`config.mk`:
```
export PLATFORM = sky130hd
export DESIGN_NAME = sarsr_readout
export DESIGN_NICKNAME = d
export VERILOG_FILES = /design/src/sarsr_fifo.v /design/src/sarsr_readout.v
export VERILOG_INCLUDE_DIRS = /design/src
export SDC_FILE = /design/constraint.sdc
export NUM_CORES = 1
export LEC_CHECK = 0
export ABC_AREA = 1
export BUFFER_PORTS_ARGS = -buffer_cell sky130_fd_sc_hd__buf_4
export CORE_UTILIZATION = 35
export CTS_CLUSTER_DIAMETER = 60
export CTS_CLUSTER_SIZE = 8
export DETAILED_ROUTE_END_ITERATION = 6
export PLACE_DENSITY_LB_ADDON = 0.2
export SETUP_SLACK_MARGIN = 0.15
export SLEW_MARGIN = 20
export SYNTH_ARGS = -nofsm -noshare
export SYNTH_HDL_FRONTEND = slang
export SYNTH_SLANG_ARGS = --single-unit
```
`constraint.sdc`:
```
create_clock -name core_clk -period 2.8 [get_ports core_clk]
set_clock_uncertainty 0.2 [all_clocks]
set_input_delay 0.56 -clock core_clk [delete_from_list [all_inputs] [get_ports core_clk]]
set_output_delay 0.56 -clock core_clk [all_outputs]
set_load 0.005 [all_outputs]
```
`src/sarsr_defs.vh`:
```
`ifndef SARSR_DEFS_VH
`define SARSR_DEFS_VH

// ==========================================================
// result word layout
`define SARSR_RES_W 18
`define SARSR_RES_MSB 17
`define SARSR_BITCNT_W 5
`define SARSR_FIFO_DEPTH 4
`define SARSR_FIFO_AW 2

// ==========================================================
// core clock period, all times in picoseconds
`define SARSR_CLK_PS 5000

// conversion time, longest
`define SARSR_T_CONV_PS 710000
// strobe high pulse, far side keeps it
`define SARSR_T_WH_CNV_PS 10000
// strobe low pulse in 4-wire use, far side keeps it
`define SARSR_T_WL_CNV_PS 20000
// shift clock fall to current data invalid, least
`define SARSR_T_H_CKDO_PS 3000
// shift clock fall to next data valid, longest
`define SARSR_T_D_CKDO_PS 13400
// select low to msb valid, longest
`define SARSR_T_D_CSDO_PS 12300
// select high or last fall to release, longest
`define SARSR_T_D_DOHZ_PS 13200

// ==========================================================
// derived cycle counts: least rounds up, longest rounds down
`define SARSR_HOLD_CYC ((`SARSR_T_H_CKDO_PS + `SARSR_CLK_PS - 1) / `SARSR_CLK_PS)
`define SARSR_CKDO_CYC (`SARSR_T_D_CKDO_PS / `SARSR_CLK_PS)
`define SARSR_CSDO_CYC (`SARSR_T_D_CSDO_PS / `SARSR_CLK_PS)
`define SARSR_DOHZ_CYC (`SARSR_T_D_DOHZ_PS / `SARSR_CLK_PS)
`define SARSR_CONV_CYC (`SARSR_T_CONV_PS / `SARSR_CLK_PS)
`define SARSR_CNT_W 8

`endif

```
`src/sarsr_fifo.v`:
```
`timescale 1ns/100ps

module sarsr_fifo #(
	parameter integer WIDTH = 18,
	parameter integer DEPTH = 4,
	parameter integer AW = 2
) (
	// clock and reset
	input wire core_clk,
	input wire sys_rst,
	// filling side
	input wire in_valid,
	input wire [WIDTH-1:0] in_data,
	output wire in_ready,
	// draining side
	output wire out_valid,
	output wire [WIDTH-1:0] out_data,
	input wire out_ready
);

	// ==========================================================
	// storage and pointers
	localparam integer LAST_I = DEPTH - 1;
	localparam [AW:0] FULL_CNT = DEPTH[AW:0];
	localparam [AW-1:0] LAST_PTR = LAST_I[AW-1:0];

	reg [WIDTH-1:0] mem [0:DEPTH-1];
	reg [AW-1:0] wr_ptr_r;
	reg [AW-1:0] rd_ptr_r;
	reg [AW:0] cnt_r;
	reg [AW:0] cnt_nxt;
	reg in_ready_r;
	wire push;
	wire pop;

	assign push = in_valid & in_ready_r;
	assign pop = out_ready & (cnt_r != {(AW+1){1'b0}});
	assign in_ready = in_ready_r;
	assign out_valid = (cnt_r != {(AW+1){1'b0}});
	assign out_data = mem[rd_ptr_r];

	// occupancy after this cycle's push and pop
	always @* begin
		cnt_nxt = cnt_r;
		if (push & ~pop) begin
			cnt_nxt = cnt_r + 1'b1;
		end else if (pop & ~push) begin
			cnt_nxt = cnt_r - 1'b1;
		end
	end

	// ready is registered so the source sees a clean level
	always @(posedge core_clk) begin
		if (sys_rst) begin
			wr_ptr_r <= {AW{1'b0}};
			rd_ptr_r <= {AW{1'b0}};
			cnt_r <= {(AW+1){1'b0}};
			in_ready_r <= 1'b0;
		end else begin
			cnt_r <= cnt_nxt;
			in_ready_r <= (cnt_nxt != FULL_CNT);
			if (push) begin
				wr_ptr_r <= (wr_ptr_r == LAST_PTR) ? {AW{1'b0}} : wr_ptr_r + 1'b1;
			end
			if (pop) begin
				rd_ptr_r <= (rd_ptr_r == LAST_PTR) ? {AW{1'b0}} : rd_ptr_r + 1'b1;
			end
		end
	end

	// data array needs no reset
	always @(posedge core_clk) begin
		if (push) begin
			mem[wr_ptr_r] <= in_data;
		end
	end

endmodule // sarsr_fifo

```
`src/sarsr_readout.v`:
```
`timescale 1ns/100ps
`include "sarsr_defs.vh"

module sarsr_readout (
	// clock and reset
	input wire core_clk,
	input wire sys_rst,
	// link pins, asynchronous to core_clk
	input wire conversion_strobe,
	input wire sdi,
	input wire sclk,
	// serial output pin, enable low while driving
	output wire sdo_o,
	output wire sdo_oe_n,
	// result words from the converter core
	input wire res_valid,
	input wire [`SARSR_RES_W-1:0] res_data,
	output wire res_ready,
	// status
	output wire busy,
	output wire daisy_mode,
	output wire underrun
);

	// ==========================================================
	// constants
	// integer forms first, then cut on purpose to the width of the
	// counters that they are compared with or loaded into
	localparam integer RES_BITS_I = `SARSR_RES_W;
	localparam integer CONV_LAST_I = `SARSR_CONV_CYC - 1;
	localparam integer HOLD_CYC_I = `SARSR_HOLD_CYC;
	localparam [`SARSR_BITCNT_W-1:0] RES_BITS = RES_BITS_I[`SARSR_BITCNT_W-1:0];
	localparam [`SARSR_CNT_W-1:0] CONV_LAST = CONV_LAST_I[`SARSR_CNT_W-1:0];
	localparam [1:0] HOLD_CYC = HOLD_CYC_I[1:0];

	// readout states; the unused code falls back to idle
	localparam [1:0] ST_IDLE = 2'h0;
	localparam [1:0] ST_CONV = 2'h1;
	localparam [1:0] ST_READ = 2'h2;

	// ==========================================================
	// declarations
	// synchroniser stages, the third only delays for edge finding
	reg cnv_m_r;
	reg cnv_s_r;
	reg cnv_d_r;
	reg sdi_m_r;
	reg sdi_s_r;
	reg sck_m_r;
	reg sck_s_r;
	reg sck_d_r;

	// sequencing and mode
	reg [1:0] state_r;
	reg [1:0] state_nxt;
	reg [`SARSR_CNT_W-1:0] conv_cnt_r;
	reg daisy_r;

	// shifting
	reg [`SARSR_RES_W-1:0] shreg_r;
	reg [`SARSR_BITCNT_W-1:0] bits_left_r;
	reg din_cap_r;
	reg [1:0] hold_cnt_r;
	reg shift_pend_r;

	// pin and status flops
	reg sdo_r;
	reg sdo_nxt;
	reg oe_n_r;
	reg oe_n_nxt;
	reg busy_r;
	reg underrun_r;

	// nets between the sections
	wire cnv_rise;
	wire sck_fall;
	wire fifo_valid;
	wire [`SARSR_RES_W-1:0] fifo_data;
	wire load;
	wire cs_sel;
	wire drive;
	wire shift_go;

	// ==========================================================
	// pin synchronisers
	// two flops each; the second stage feeds the logic, the third delay only the edge detect
	// reset levels equal the idle pins, so no false edge follows reset
	always @(posedge core_clk) begin
		if (sys_rst) begin
			cnv_m_r <= 1'b1;
			cnv_s_r <= 1'b1;
			cnv_d_r <= 1'b1;
			sdi_m_r <= 1'b1;
			sdi_s_r <= 1'b1;
			sck_m_r <= 1'b0;
			sck_s_r <= 1'b0;
			sck_d_r <= 1'b0;
		end else begin
			cnv_m_r <= conversion_strobe;
			cnv_s_r <= cnv_m_r;
			cnv_d_r <= cnv_s_r;
			sdi_m_r <= sdi;
			sdi_s_r <= sdi_m_r;
			sck_m_r <= sclk;
			sck_s_r <= sck_m_r;
			sck_d_r <= sck_s_r;
		end
	end

	// edge detect on the settled copies
	// the third stage costs one cycle more but keeps the sync chain clean
	assign cnv_rise = cnv_s_r & ~cnv_d_r;
	assign sck_fall = ~sck_s_r & sck_d_r;

	// ==========================================================
	// result buffer
	// the core may run ahead by up to four results; res_ready falls when full
	// a word offered while res_ready is low simply waits at the core
	sarsr_fifo #(
		.WIDTH(`SARSR_RES_W),
		.DEPTH(`SARSR_FIFO_DEPTH),
		.AW(`SARSR_FIFO_AW)
	) u_fifo (
		.core_clk(core_clk),
		.sys_rst(sys_rst),
		.in_valid(res_valid),
		.in_data(res_data),
		.in_ready(res_ready),
		.out_valid(fifo_valid),
		.out_data(fifo_data),
		.out_ready(load)
	);

	// ==========================================================
	// conversion sequencing
	// a word is taken from the buffer when the conversion time ends
	// limitation: the timer always runs the longest conversion time, so a
	// faster core result is not passed on any earlier
	assign load = (state_r == ST_CONV) && (conv_cnt_r == CONV_LAST);

	// next state; a new strobe rise restarts from any state, except in the load cycle, where load wins and the rise is lost
	// the old word is lost when a rise cuts a readout short
	always @* begin
		state_nxt = state_r;
		case (state_r)
			ST_IDLE: begin
				if (cnv_rise) begin
					state_nxt = ST_CONV;
				end
			end
			ST_CONV: begin
				if (load) begin
					state_nxt = ST_READ;
				end
			end
			ST_READ: begin
				if (cnv_rise) begin
					state_nxt = ST_CONV;
				end
			end
			default: begin
				state_nxt = ST_IDLE;
			end
		endcase
	end

	// state, conversion timer, mode latch
	// busy follows the next state so that it rises with the state change
	always @(posedge core_clk) begin
		if (sys_rst) begin
			state_r <= ST_IDLE;
			conv_cnt_r <= {`SARSR_CNT_W{1'b0}};
			daisy_r <= 1'b0;
			busy_r <= 1'b0;
		end else begin
			state_r <= state_nxt;
			busy_r <= (state_nxt == ST_CONV);
			if (cnv_rise) begin
				conv_cnt_r <= {`SARSR_CNT_W{1'b0}};
				daisy_r <= ~sdi_s_r;
			end else if (state_r == ST_CONV) begin
				conv_cnt_r <= conv_cnt_r + 1'b1;
			end
		end
	end

	// ==========================================================
	// chip select and output enable
	// strobe low serves 3-wire use, serial input low serves 4-wire use;
	// the idle party keeps its pin high, so one or term covers both
	// hazard: in daisy use sdi carries data, so it must not select there
	assign cs_sel = ~cnv_s_r | ~sdi_s_r;

	// daisy chain drives while the strobe is low and never runs dry;
	// chip-select mode stops after the last result bit
	assign drive = (state_r == ST_READ) &&
		(daisy_r ? ~cnv_s_r : (cs_sel && (bits_left_r != {`SARSR_BITCNT_W{1'b0}})));

	// ==========================================================
	// shift timing
	// a detected fall arms a short wait so the old bit is held first
	// limitation: sync and hold cost several core cycles per fall, so the
	// shift clock must stay far slower than the core clock
	assign shift_go = shift_pend_r && (hold_cnt_r == 2'h0);

	// arm on a fall seen while driving; sdi is taken at that same fall
	always @(posedge core_clk) begin
		if (sys_rst) begin
			shift_pend_r <= 1'b0;
			hold_cnt_r <= 2'h0;
			din_cap_r <= 1'b0;
		end else if (state_r != ST_READ) begin
			shift_pend_r <= 1'b0;
			hold_cnt_r <= 2'h0;
		end else if (sck_fall && drive) begin
			shift_pend_r <= 1'b1;
			hold_cnt_r <= HOLD_CYC - 2'h1;
			din_cap_r <= sdi_s_r;
		end else if (shift_go) begin
			shift_pend_r <= 1'b0;
		end else if (hold_cnt_r != 2'h0) begin
			hold_cnt_r <= hold_cnt_r - 2'h1;
		end
	end

	// ==========================================================
	// result shift register
	// an empty buffer at load sends zeros and flags the underrun
	// msb leaves first; received bits enter at the lsb, so chained devices
	// form one long register
	always @(posedge core_clk) begin
		if (sys_rst) begin
			shreg_r <= {`SARSR_RES_W{1'b0}};
			bits_left_r <= {`SARSR_BITCNT_W{1'b0}};
			underrun_r <= 1'b0;
		end else if (load) begin
			shreg_r <= fifo_valid ? fifo_data : {`SARSR_RES_W{1'b0}};
			bits_left_r <= RES_BITS;
			underrun_r <= ~fifo_valid;
		end else if (shift_go) begin
			shreg_r <= {shreg_r[`SARSR_RES_MSB-1:0], din_cap_r};
			if (bits_left_r != {`SARSR_BITCNT_W{1'b0}}) begin
				bits_left_r <= bits_left_r - 1'b1;
			end
		end
	end

	// ==========================================================
	// output pin
	// idle level is low with the enable high; the pin is then released
	// the pad uses sdo_oe_n as its tristate control
	always @* begin
		sdo_nxt = 1'b0;
		oe_n_nxt = 1'b1;
		if (drive) begin
			sdo_nxt = shreg_r[`SARSR_RES_MSB];
			oe_n_nxt = 1'b0;
		end else begin
			oe_n_nxt = 1'b1;
		end
	end

	// registered so the pin never glitches between bits
	// costs one cycle of latency on every bit and on every release
	always @(posedge core_clk) begin
		if (sys_rst) begin
			sdo_r <= 1'b0;
			oe_n_r <= 1'b1;
		end else begin
			sdo_r <= sdo_nxt;
			oe_n_r <= oe_n_nxt;
		end
	end

	// ==========================================================
	// port drive
	// every output comes straight from a flop
	assign sdo_o = sdo_r;
	assign sdo_oe_n = oe_n_r;
	assign busy = busy_r;
	assign daisy_mode = daisy_r;
	assign underrun = underrun_r;

endmodule // sarsr_readout

```
======== Word level (Yosys, flattened, before mapping) ========
Memory sizes are Yosys's and may differ from the RTL's. A register that Yosys moved wholly into a read port is not among the register bits.
Index checks and enable logic that the tools add are counted.
operators by class
  add/sub/neg operators ................... 7
  eq/ne operators ......................... 8
  multiplexer cells ....................... 21
  bitwise operators ....................... 17
  reductions and logical operators ........ 23
operators with widths
  cell                                               count
  two-way mux 18 bit                                 3
  two-way mux 5 bit                                  3
  two-way mux 2 bit                                  6
  NOT 1 bit                                          10
  OR reduction 2 bit                                 5
  adder 8 x 1 -> 8 bit (second input constant)       1
  == test 8 bit (second input constant)              1
  AND reduction 2 bit                                4
  nonzero test 2 bit                                 4
  bitwise AND 1 bit                                  6
  == test 2 bit (second input constant)              3
  two-way mux 1 bit                                  6
  two-way mux 3 bit                                  2
  logical AND 1 bit                                  5
  nonzero test 5 bit                                 1
  subtractor 5 x 1 -> 5 bit (second input constant)  1
  adder 2 x 1 -> 2 bit (second input constant)       2
  == test 2 x 1 -> 1 bit (second input constant)     2
  zero test 2 bit                                    2
  case mux 2 bit (2 select lines)                    1
  adder 3 x 1 -> 3 bit (second input constant)       1
  inequality test 3 bit (second input constant)      1
  nonzero test 3 bit                                 1
  OR reduction 3 bit                                 1
  4 further kinds                                    4
storage, ports and cells
  flip-flop bits (word level) ............. 58
  RAM bits ................................ 72
  input bits .............................. 24
  output and inout bits ................... 6
  logic and storage cells ................. 102
  memories kept ........................... 1
memory list
  name        words  width  read ports  clocked after memory_dff  write ports  line             RTL
  u_fifo.mem  4      18     1           1                         1            sarsr_fifo.v:27  reg [WIDTH-1:0] mem [0:DEPTH-1];

======== Depth between registers and ports, before layout ========
  depth in word-level cells ............... 7
  mapped depth ............................ 12
  gate-level depth less buffers ........... 12

======== Cells and area by module ========
Synthesis repeated with hierarchy kept, for this count alone.
unflattened totals
  cell total of the unflattened synthesis .. 552
  area total of the unflattened synthesis .. 5,471.5 µm²
by module, submodules not included
  module         times used  cells an instance  area an instance (µm²)  seq. area each (µm²)
  sarsr_fifo     1           248                3,245.6                 2,362.3
  sarsr_readout  1           304                2,225.9                 1,001.0

======== Least setup slack after synthesis ========
OpenSTA, ideal clock, no wires.
  path type ............................... input -> register
  start point ............................. input port res_valid
  end point ............................... memory u_fifo.mem[0][0] (enable)
  setup time .............................. 0.393 ns
  arrival time ............................ 1.542 ns
  required time ........................... 2.207 ns
  setup slack ............................. 0.665 ns
  stages on the path ...................... 2
  buffers on the path ..................... 0
  cells stage by stage .................... nand2_1 > nor2_1
between the ends
  word-level cells in the longest chain between the ends .. 3
ends and longest elaborated chain
  element                                  line                RTL
  start: declaration                       sarsr_readout.v:16  input wire res_valid,
  bitwise AND 1 bit                        sarsr_fifo.v:36     assign push = in_valid & in_ready_r;
  two-way mux 1 bit                        sarsr_fifo.v:73     if (push) begin
  two-way mux 1 bit (implied by the code)  sarsr_fifo.v:74     mem[wr_ptr_r] <= in_data;
  end: declaration                         sarsr_fifo.v:27
Every way passes these cells.

======== Worst setup path in the final report ========
  start point ............................. register conv_cnt_r[0]
  end point ............................... register shreg_r[3]
between the ends
  word-level cells in the longest chain between the ends .. 3
  elaborated cells on any way between the ends .. 4
  those cells by class .................... eq/ne (1); mux (1); reduce/logical (2)
ends and longest elaborated chain
  element                                                   line                 RTL
  start: declaration                                        sarsr_readout.v:56   reg [`SARSR_CNT_W-1:0] conv_cnt_r;
  start signal: assignment                                  sarsr_readout.v:172  conv_cnt_r <= {`SARSR_CNT_W{1'b0}};
  start signal: assignment                                  sarsr_readout.v:179  conv_cnt_r <= {`SARSR_CNT_W{1'b0}};
  start signal: assignment                                  sarsr_readout.v:182  conv_cnt_r <= conv_cnt_r + 1'b1;
  == test 8 bit *                                           sarsr_readout.v:139  assign load = (state_r == ST_CONV) && (conv_cnt_r == CONV_LAST);
  logical AND 1 bit *                                       sarsr_readout.v:139
  two-way mux 18 bit or nonzero test 2 bit (tied branches)  -
  end signal: assignment                                    sarsr_readout.v:233  shreg_r <= {`SARSR_RES_W{1'b0}};
  end signal: assignment                                    sarsr_readout.v:237  shreg_r <= fifo_valid ? fifo_data : {`SARSR_RES_W{1'b0}};
  end signal: assignment                                    sarsr_readout.v:241  shreg_r <= {shreg_r[`SARSR_RES_MSB-1:0], din_cap_r};
  end: declaration                                          sarsr_readout.v:60   reg [`SARSR_RES_W-1:0] shreg_r;
Every way passes the cells marked *; elsewhere a longest branch is shown, timed or not.
A chain may end at the register's enable or synchronous reset.

==> results.md <==
- PostCTS Resize Cnt: 0
- Num CTS Buffers: 17
- Worst skew pair latency: between 0.4 and 0.5 ns
- Final-stage net count: roughly 580
- Vias: 3578
- Largest net degree at the start of global routing: 37
- DRT iter0 DRCs: 205
- Rows: 44
- Yosys cell types: 35
- Post-CTS setup buffers: 0
- DRT Pass-1 Iters: 6
- Cell Area, Synth: 5350 µm²
- Post-place setup slack: 0.814 ns
- Clock Path Buffers: 2
- Number of global-route vias before repair: 3542
- Synth Register Bits: roughly 130
- GPL Wtd Cong: 0.726
- Antenna-violating nets left: 0
- GRT Util Overall: 14.4%
- First-pass GRT wire length: 17500 µm
- Max Freq: 504 MHz
- Clk sink count: 132
- Slew margin rel.: 53.2%
- Critical Path Fanout Max: 35
- Seq/Total Area, Yosys: a little over three fifths
- Most frequent CP cell: nand2_4
- Max-cap violations: 0
- Worst Setup Start Kind: flip-flop
- Via-to-Cell Ratio: 4.82
- Core area: 14700 µm²
- Die Span Y: 126 µm
- WHS: ~0.13 ns
- Worst setup margin: 0.815 ns
- CP max stage delay: between 0.3 and 0.4 ns
- Leakage power: ~2.4 nW
- Total gr overflow: 0
- Avg Cell Area, Syn: 10.5 µm²
- Root buffer cell: clkbuf_16
- Pwr Density: 683 nW/µm²
- TritonCTS clock tree: done
- # DRC: 1
- Final Hold Vio Count: 0
- Share of cells above drive strength 1: between 15 and 20%
- Worst Path Arrival: 2.12 ns
- Tightest Pin Transition: 0.697 ns
- Ant. Diodes: 0
- Post-Synthesis Cells: slightly above 500
- Post-DP HPWL: ~6400 µm
- Number of fill cells in the layout: ~1400
- Failing checks: design-rule violations
- Critical-path cell list: ha_1 -> inv_1 -> nor2_1 -> nand2_2 -> nor2_4 -> nand2_4 -> nand2_4 -> o21ai_1 -> a21oi_1
- Final setup fails: 0
- Maximum VDD drop: 0.440 mV
- Setup TNS: 0 ns
- Critical path type: flip-flop to flip-flop
- Status: finished with violations
- Area delta synth->final: 17.0%
- Initial antenna violation count: 0
- Final Max Tran Viols: 0
- Total die area: 15800 µm²
- Port bufs: 29
- CP max-delay cell: dfxtp_1
- Tot Pwr: 0.00428 W
- RSZ-0062 raised after global routing: false
- Hold_buf cts: 0
- DIE WIDTH: about 130 µm
- Routed len/inst: between 10 and 15 µm
- CTS clk-pin slew, worst paths: 0.06 ns
- Crit end category: flip-flop
- Min Tclk post-route: 1.98 ns
- Htree depth: 4
- Hold Path Class: input pin to flip-flop
- Post-synthesis net count: about 550
- Effective utilization at floorplan: a little over a third
- Final period utilization: a little under three quarters
- # IOs: 30
- Syn. warnings: 0
- Final wirelength: 10500 µm
- Worst Path Required: 2.94 ns
[final cells by class]
class                   count  area [µm²]  share of cell area [%]
flip-flops and latches    132        3360                    53.7
well taps                 184         230                    3.68
multi-input cells         315        1690                    27.0
clock inverters            13         110                    1.76
repair buffers             37         278                    4.44
inverters                  42         158                    2.52
clock buffers              19         433                    6.91
[per-stage QoR]
step / std cells / utilization [%] / area [µm²]
floorplan: 512 / - / 5350
global placement: 710 / 38.9 / 5720
detailed placement: 710 / 38.9 / 5720
CTS: 742 / 42.6 / 6260
global route: 742 / 42.6 / 6260
finish: 742 / 42.6 / 6260
[state kept, by name, summed over array words and instances, names as in the netlist, 2 cells and up, named ones only]
register / count
u_fifo.mem: 72
shreg_r: 18
conv_cnt_r: 8
bits_left_r: 5
u_fifo.cnt_r: 3
hold_cnt_r: 2
state_r: 2
u_fifo.rd_ptr_r: 2
u_fifo.wr_ptr_r: 2
[worst max-delay path, delay by kind of cell (launching register included)]
family / cells / cell delay (ns)
AOI/OAI and AO/OA: 2 / 0.24
adders and majority gates: 1 / 0.16
buffers and inverters: 1 / 0.05
DFF: 1 / 0.39
and+or+nand+nor: 5 / 0.85
[power by group]
part	total, W	switching, W	internal, W
clock	0.00203	0.000819	0.00121
combinational	0.000153	0.0000950	0.0000581
sequential	0.00210	0.0000135	0.00208
[cell usage after synthesis]
| library cell | count | area [µm²] |
|---|---|---|
| nor2_1 | 78 | 293 |
| edfxtp_1 | 72 | 2160 |
| o21ai_0 | 62 | 310 |
| dfxtp_1 | 60 | 1200 |
| nand2_1 | 39 | 146 |
| inv_1 | 36 | 135 |
| a21oi_1 | 34 | 170 |
| o21ai_1 | 26 | 130 |
| a22oi_1 | 17 | 128 |
| ha_1 | 12 | 150 |
| buf_2 | 9 | 45.0 |
| nand3_1 | 8 | 40.0 |
| inv_2 | 6 | 22.5 |
| nor3b_1 | 6 | 45.0 |
| clkbuf_1 | 5 | 18.8 |
| nand2_2 | 5 | 31.3 |
| buf_6 | 4 | 45.0 |
| nor2_2 | 4 | 25.0 |
| or2_2 | 4 | 25.0 |
| a211oi_1 | 3 | 22.5 |
| buf_4 | 3 | 22.5 |
| nor3_1 | 3 | 15.0 |
| nand2_4 | 2 | 22.5 |
| o211a_1 | 2 | 20.0 |
| xor2_1 | 2 | 17.5 |
| a21boi_0 | 1 | 7.51 |
| buf_1 | 1 | 3.75 |
| clkbuf_2 | 1 | 5.00 |
| nand3b_1 | 1 | 7.51 |
| nand4_2 | 1 | 12.5 |
| nand4_4 | 1 | 21.3 |
| nor2_4 | 1 | 11.3 |
| nor2_8 | 1 | 20.0 |
| nor3_2 | 1 | 10.0 |
| o32ai_1 | 1 | 8.76 |
[metal layers]
| metal | track usage [%] | vias up | share of wire (%) |
|---|---|---|---|
| li1 | - | 1840 | - |
| met1 | 17.8 | 1689 | 47 |
| met2 | 23.4 | 37 | 48 |
| met3 | 4.76 | 12 | 3.5 |
| met4 | 5.60 | 0 | 1.2 |
| met5 | 0 | - | 0 |
[cells in the final DEF, fill, tap and decap left out, types with 2 or more instances in the layout]
cell type	count
a211oi_1	3
a21oi_1	34
a22oi_1	17
buf_4	37
clkbuf_1	2
clkbuf_16	17
clkinv_2	4
clkinv_4	2
clkinvlp_4	4
dfxtp_1	60
edfxtp_1	72
ha_1	12
inv_1	36
inv_2	6
nand2_1	39
nand2_2	5
nand2_4	2
nand3_1	8
nor2_1	78
nor2_2	4
nor3_1	3
nor3b_1	6
o211a_1	2
o21ai_0	62
o21ai_1	26
or2_2	4
xor2_1	2
[worst paths after layout]
kind | startpoint | endpoint | slack, ns | cells after the start
worst max-delay path | conv_cnt_r[0] | shreg_r[3] | 0.82 | 9
worst min-delay path | sdi | sdi_m_r | 0.13 | 2
worst max register to register | conv_cnt_r[0] | shreg_r[3] | 0.82 | 9
worst min register to register | cnv_m_r | cnv_s_r | 0.22 | 1
[cell families (layout without fill, tap and decap cells)]
| family | after synthesis | in the layout | synth area share, % |
|---|---|---|---|
| simple gates | 155 | 155 | 13.6 |
| compound gates | 146 | 146 | 14.9 |
| flops | 132 | 132 | 62.8 |
| buf+inv | 65 | 111 | 5.56 |
| fa+ha+maj | 12 | 12 | 2.81 |
| xor+xnor | 2 | 2 | 0.327 |
(Power assumes the default switching activity.)
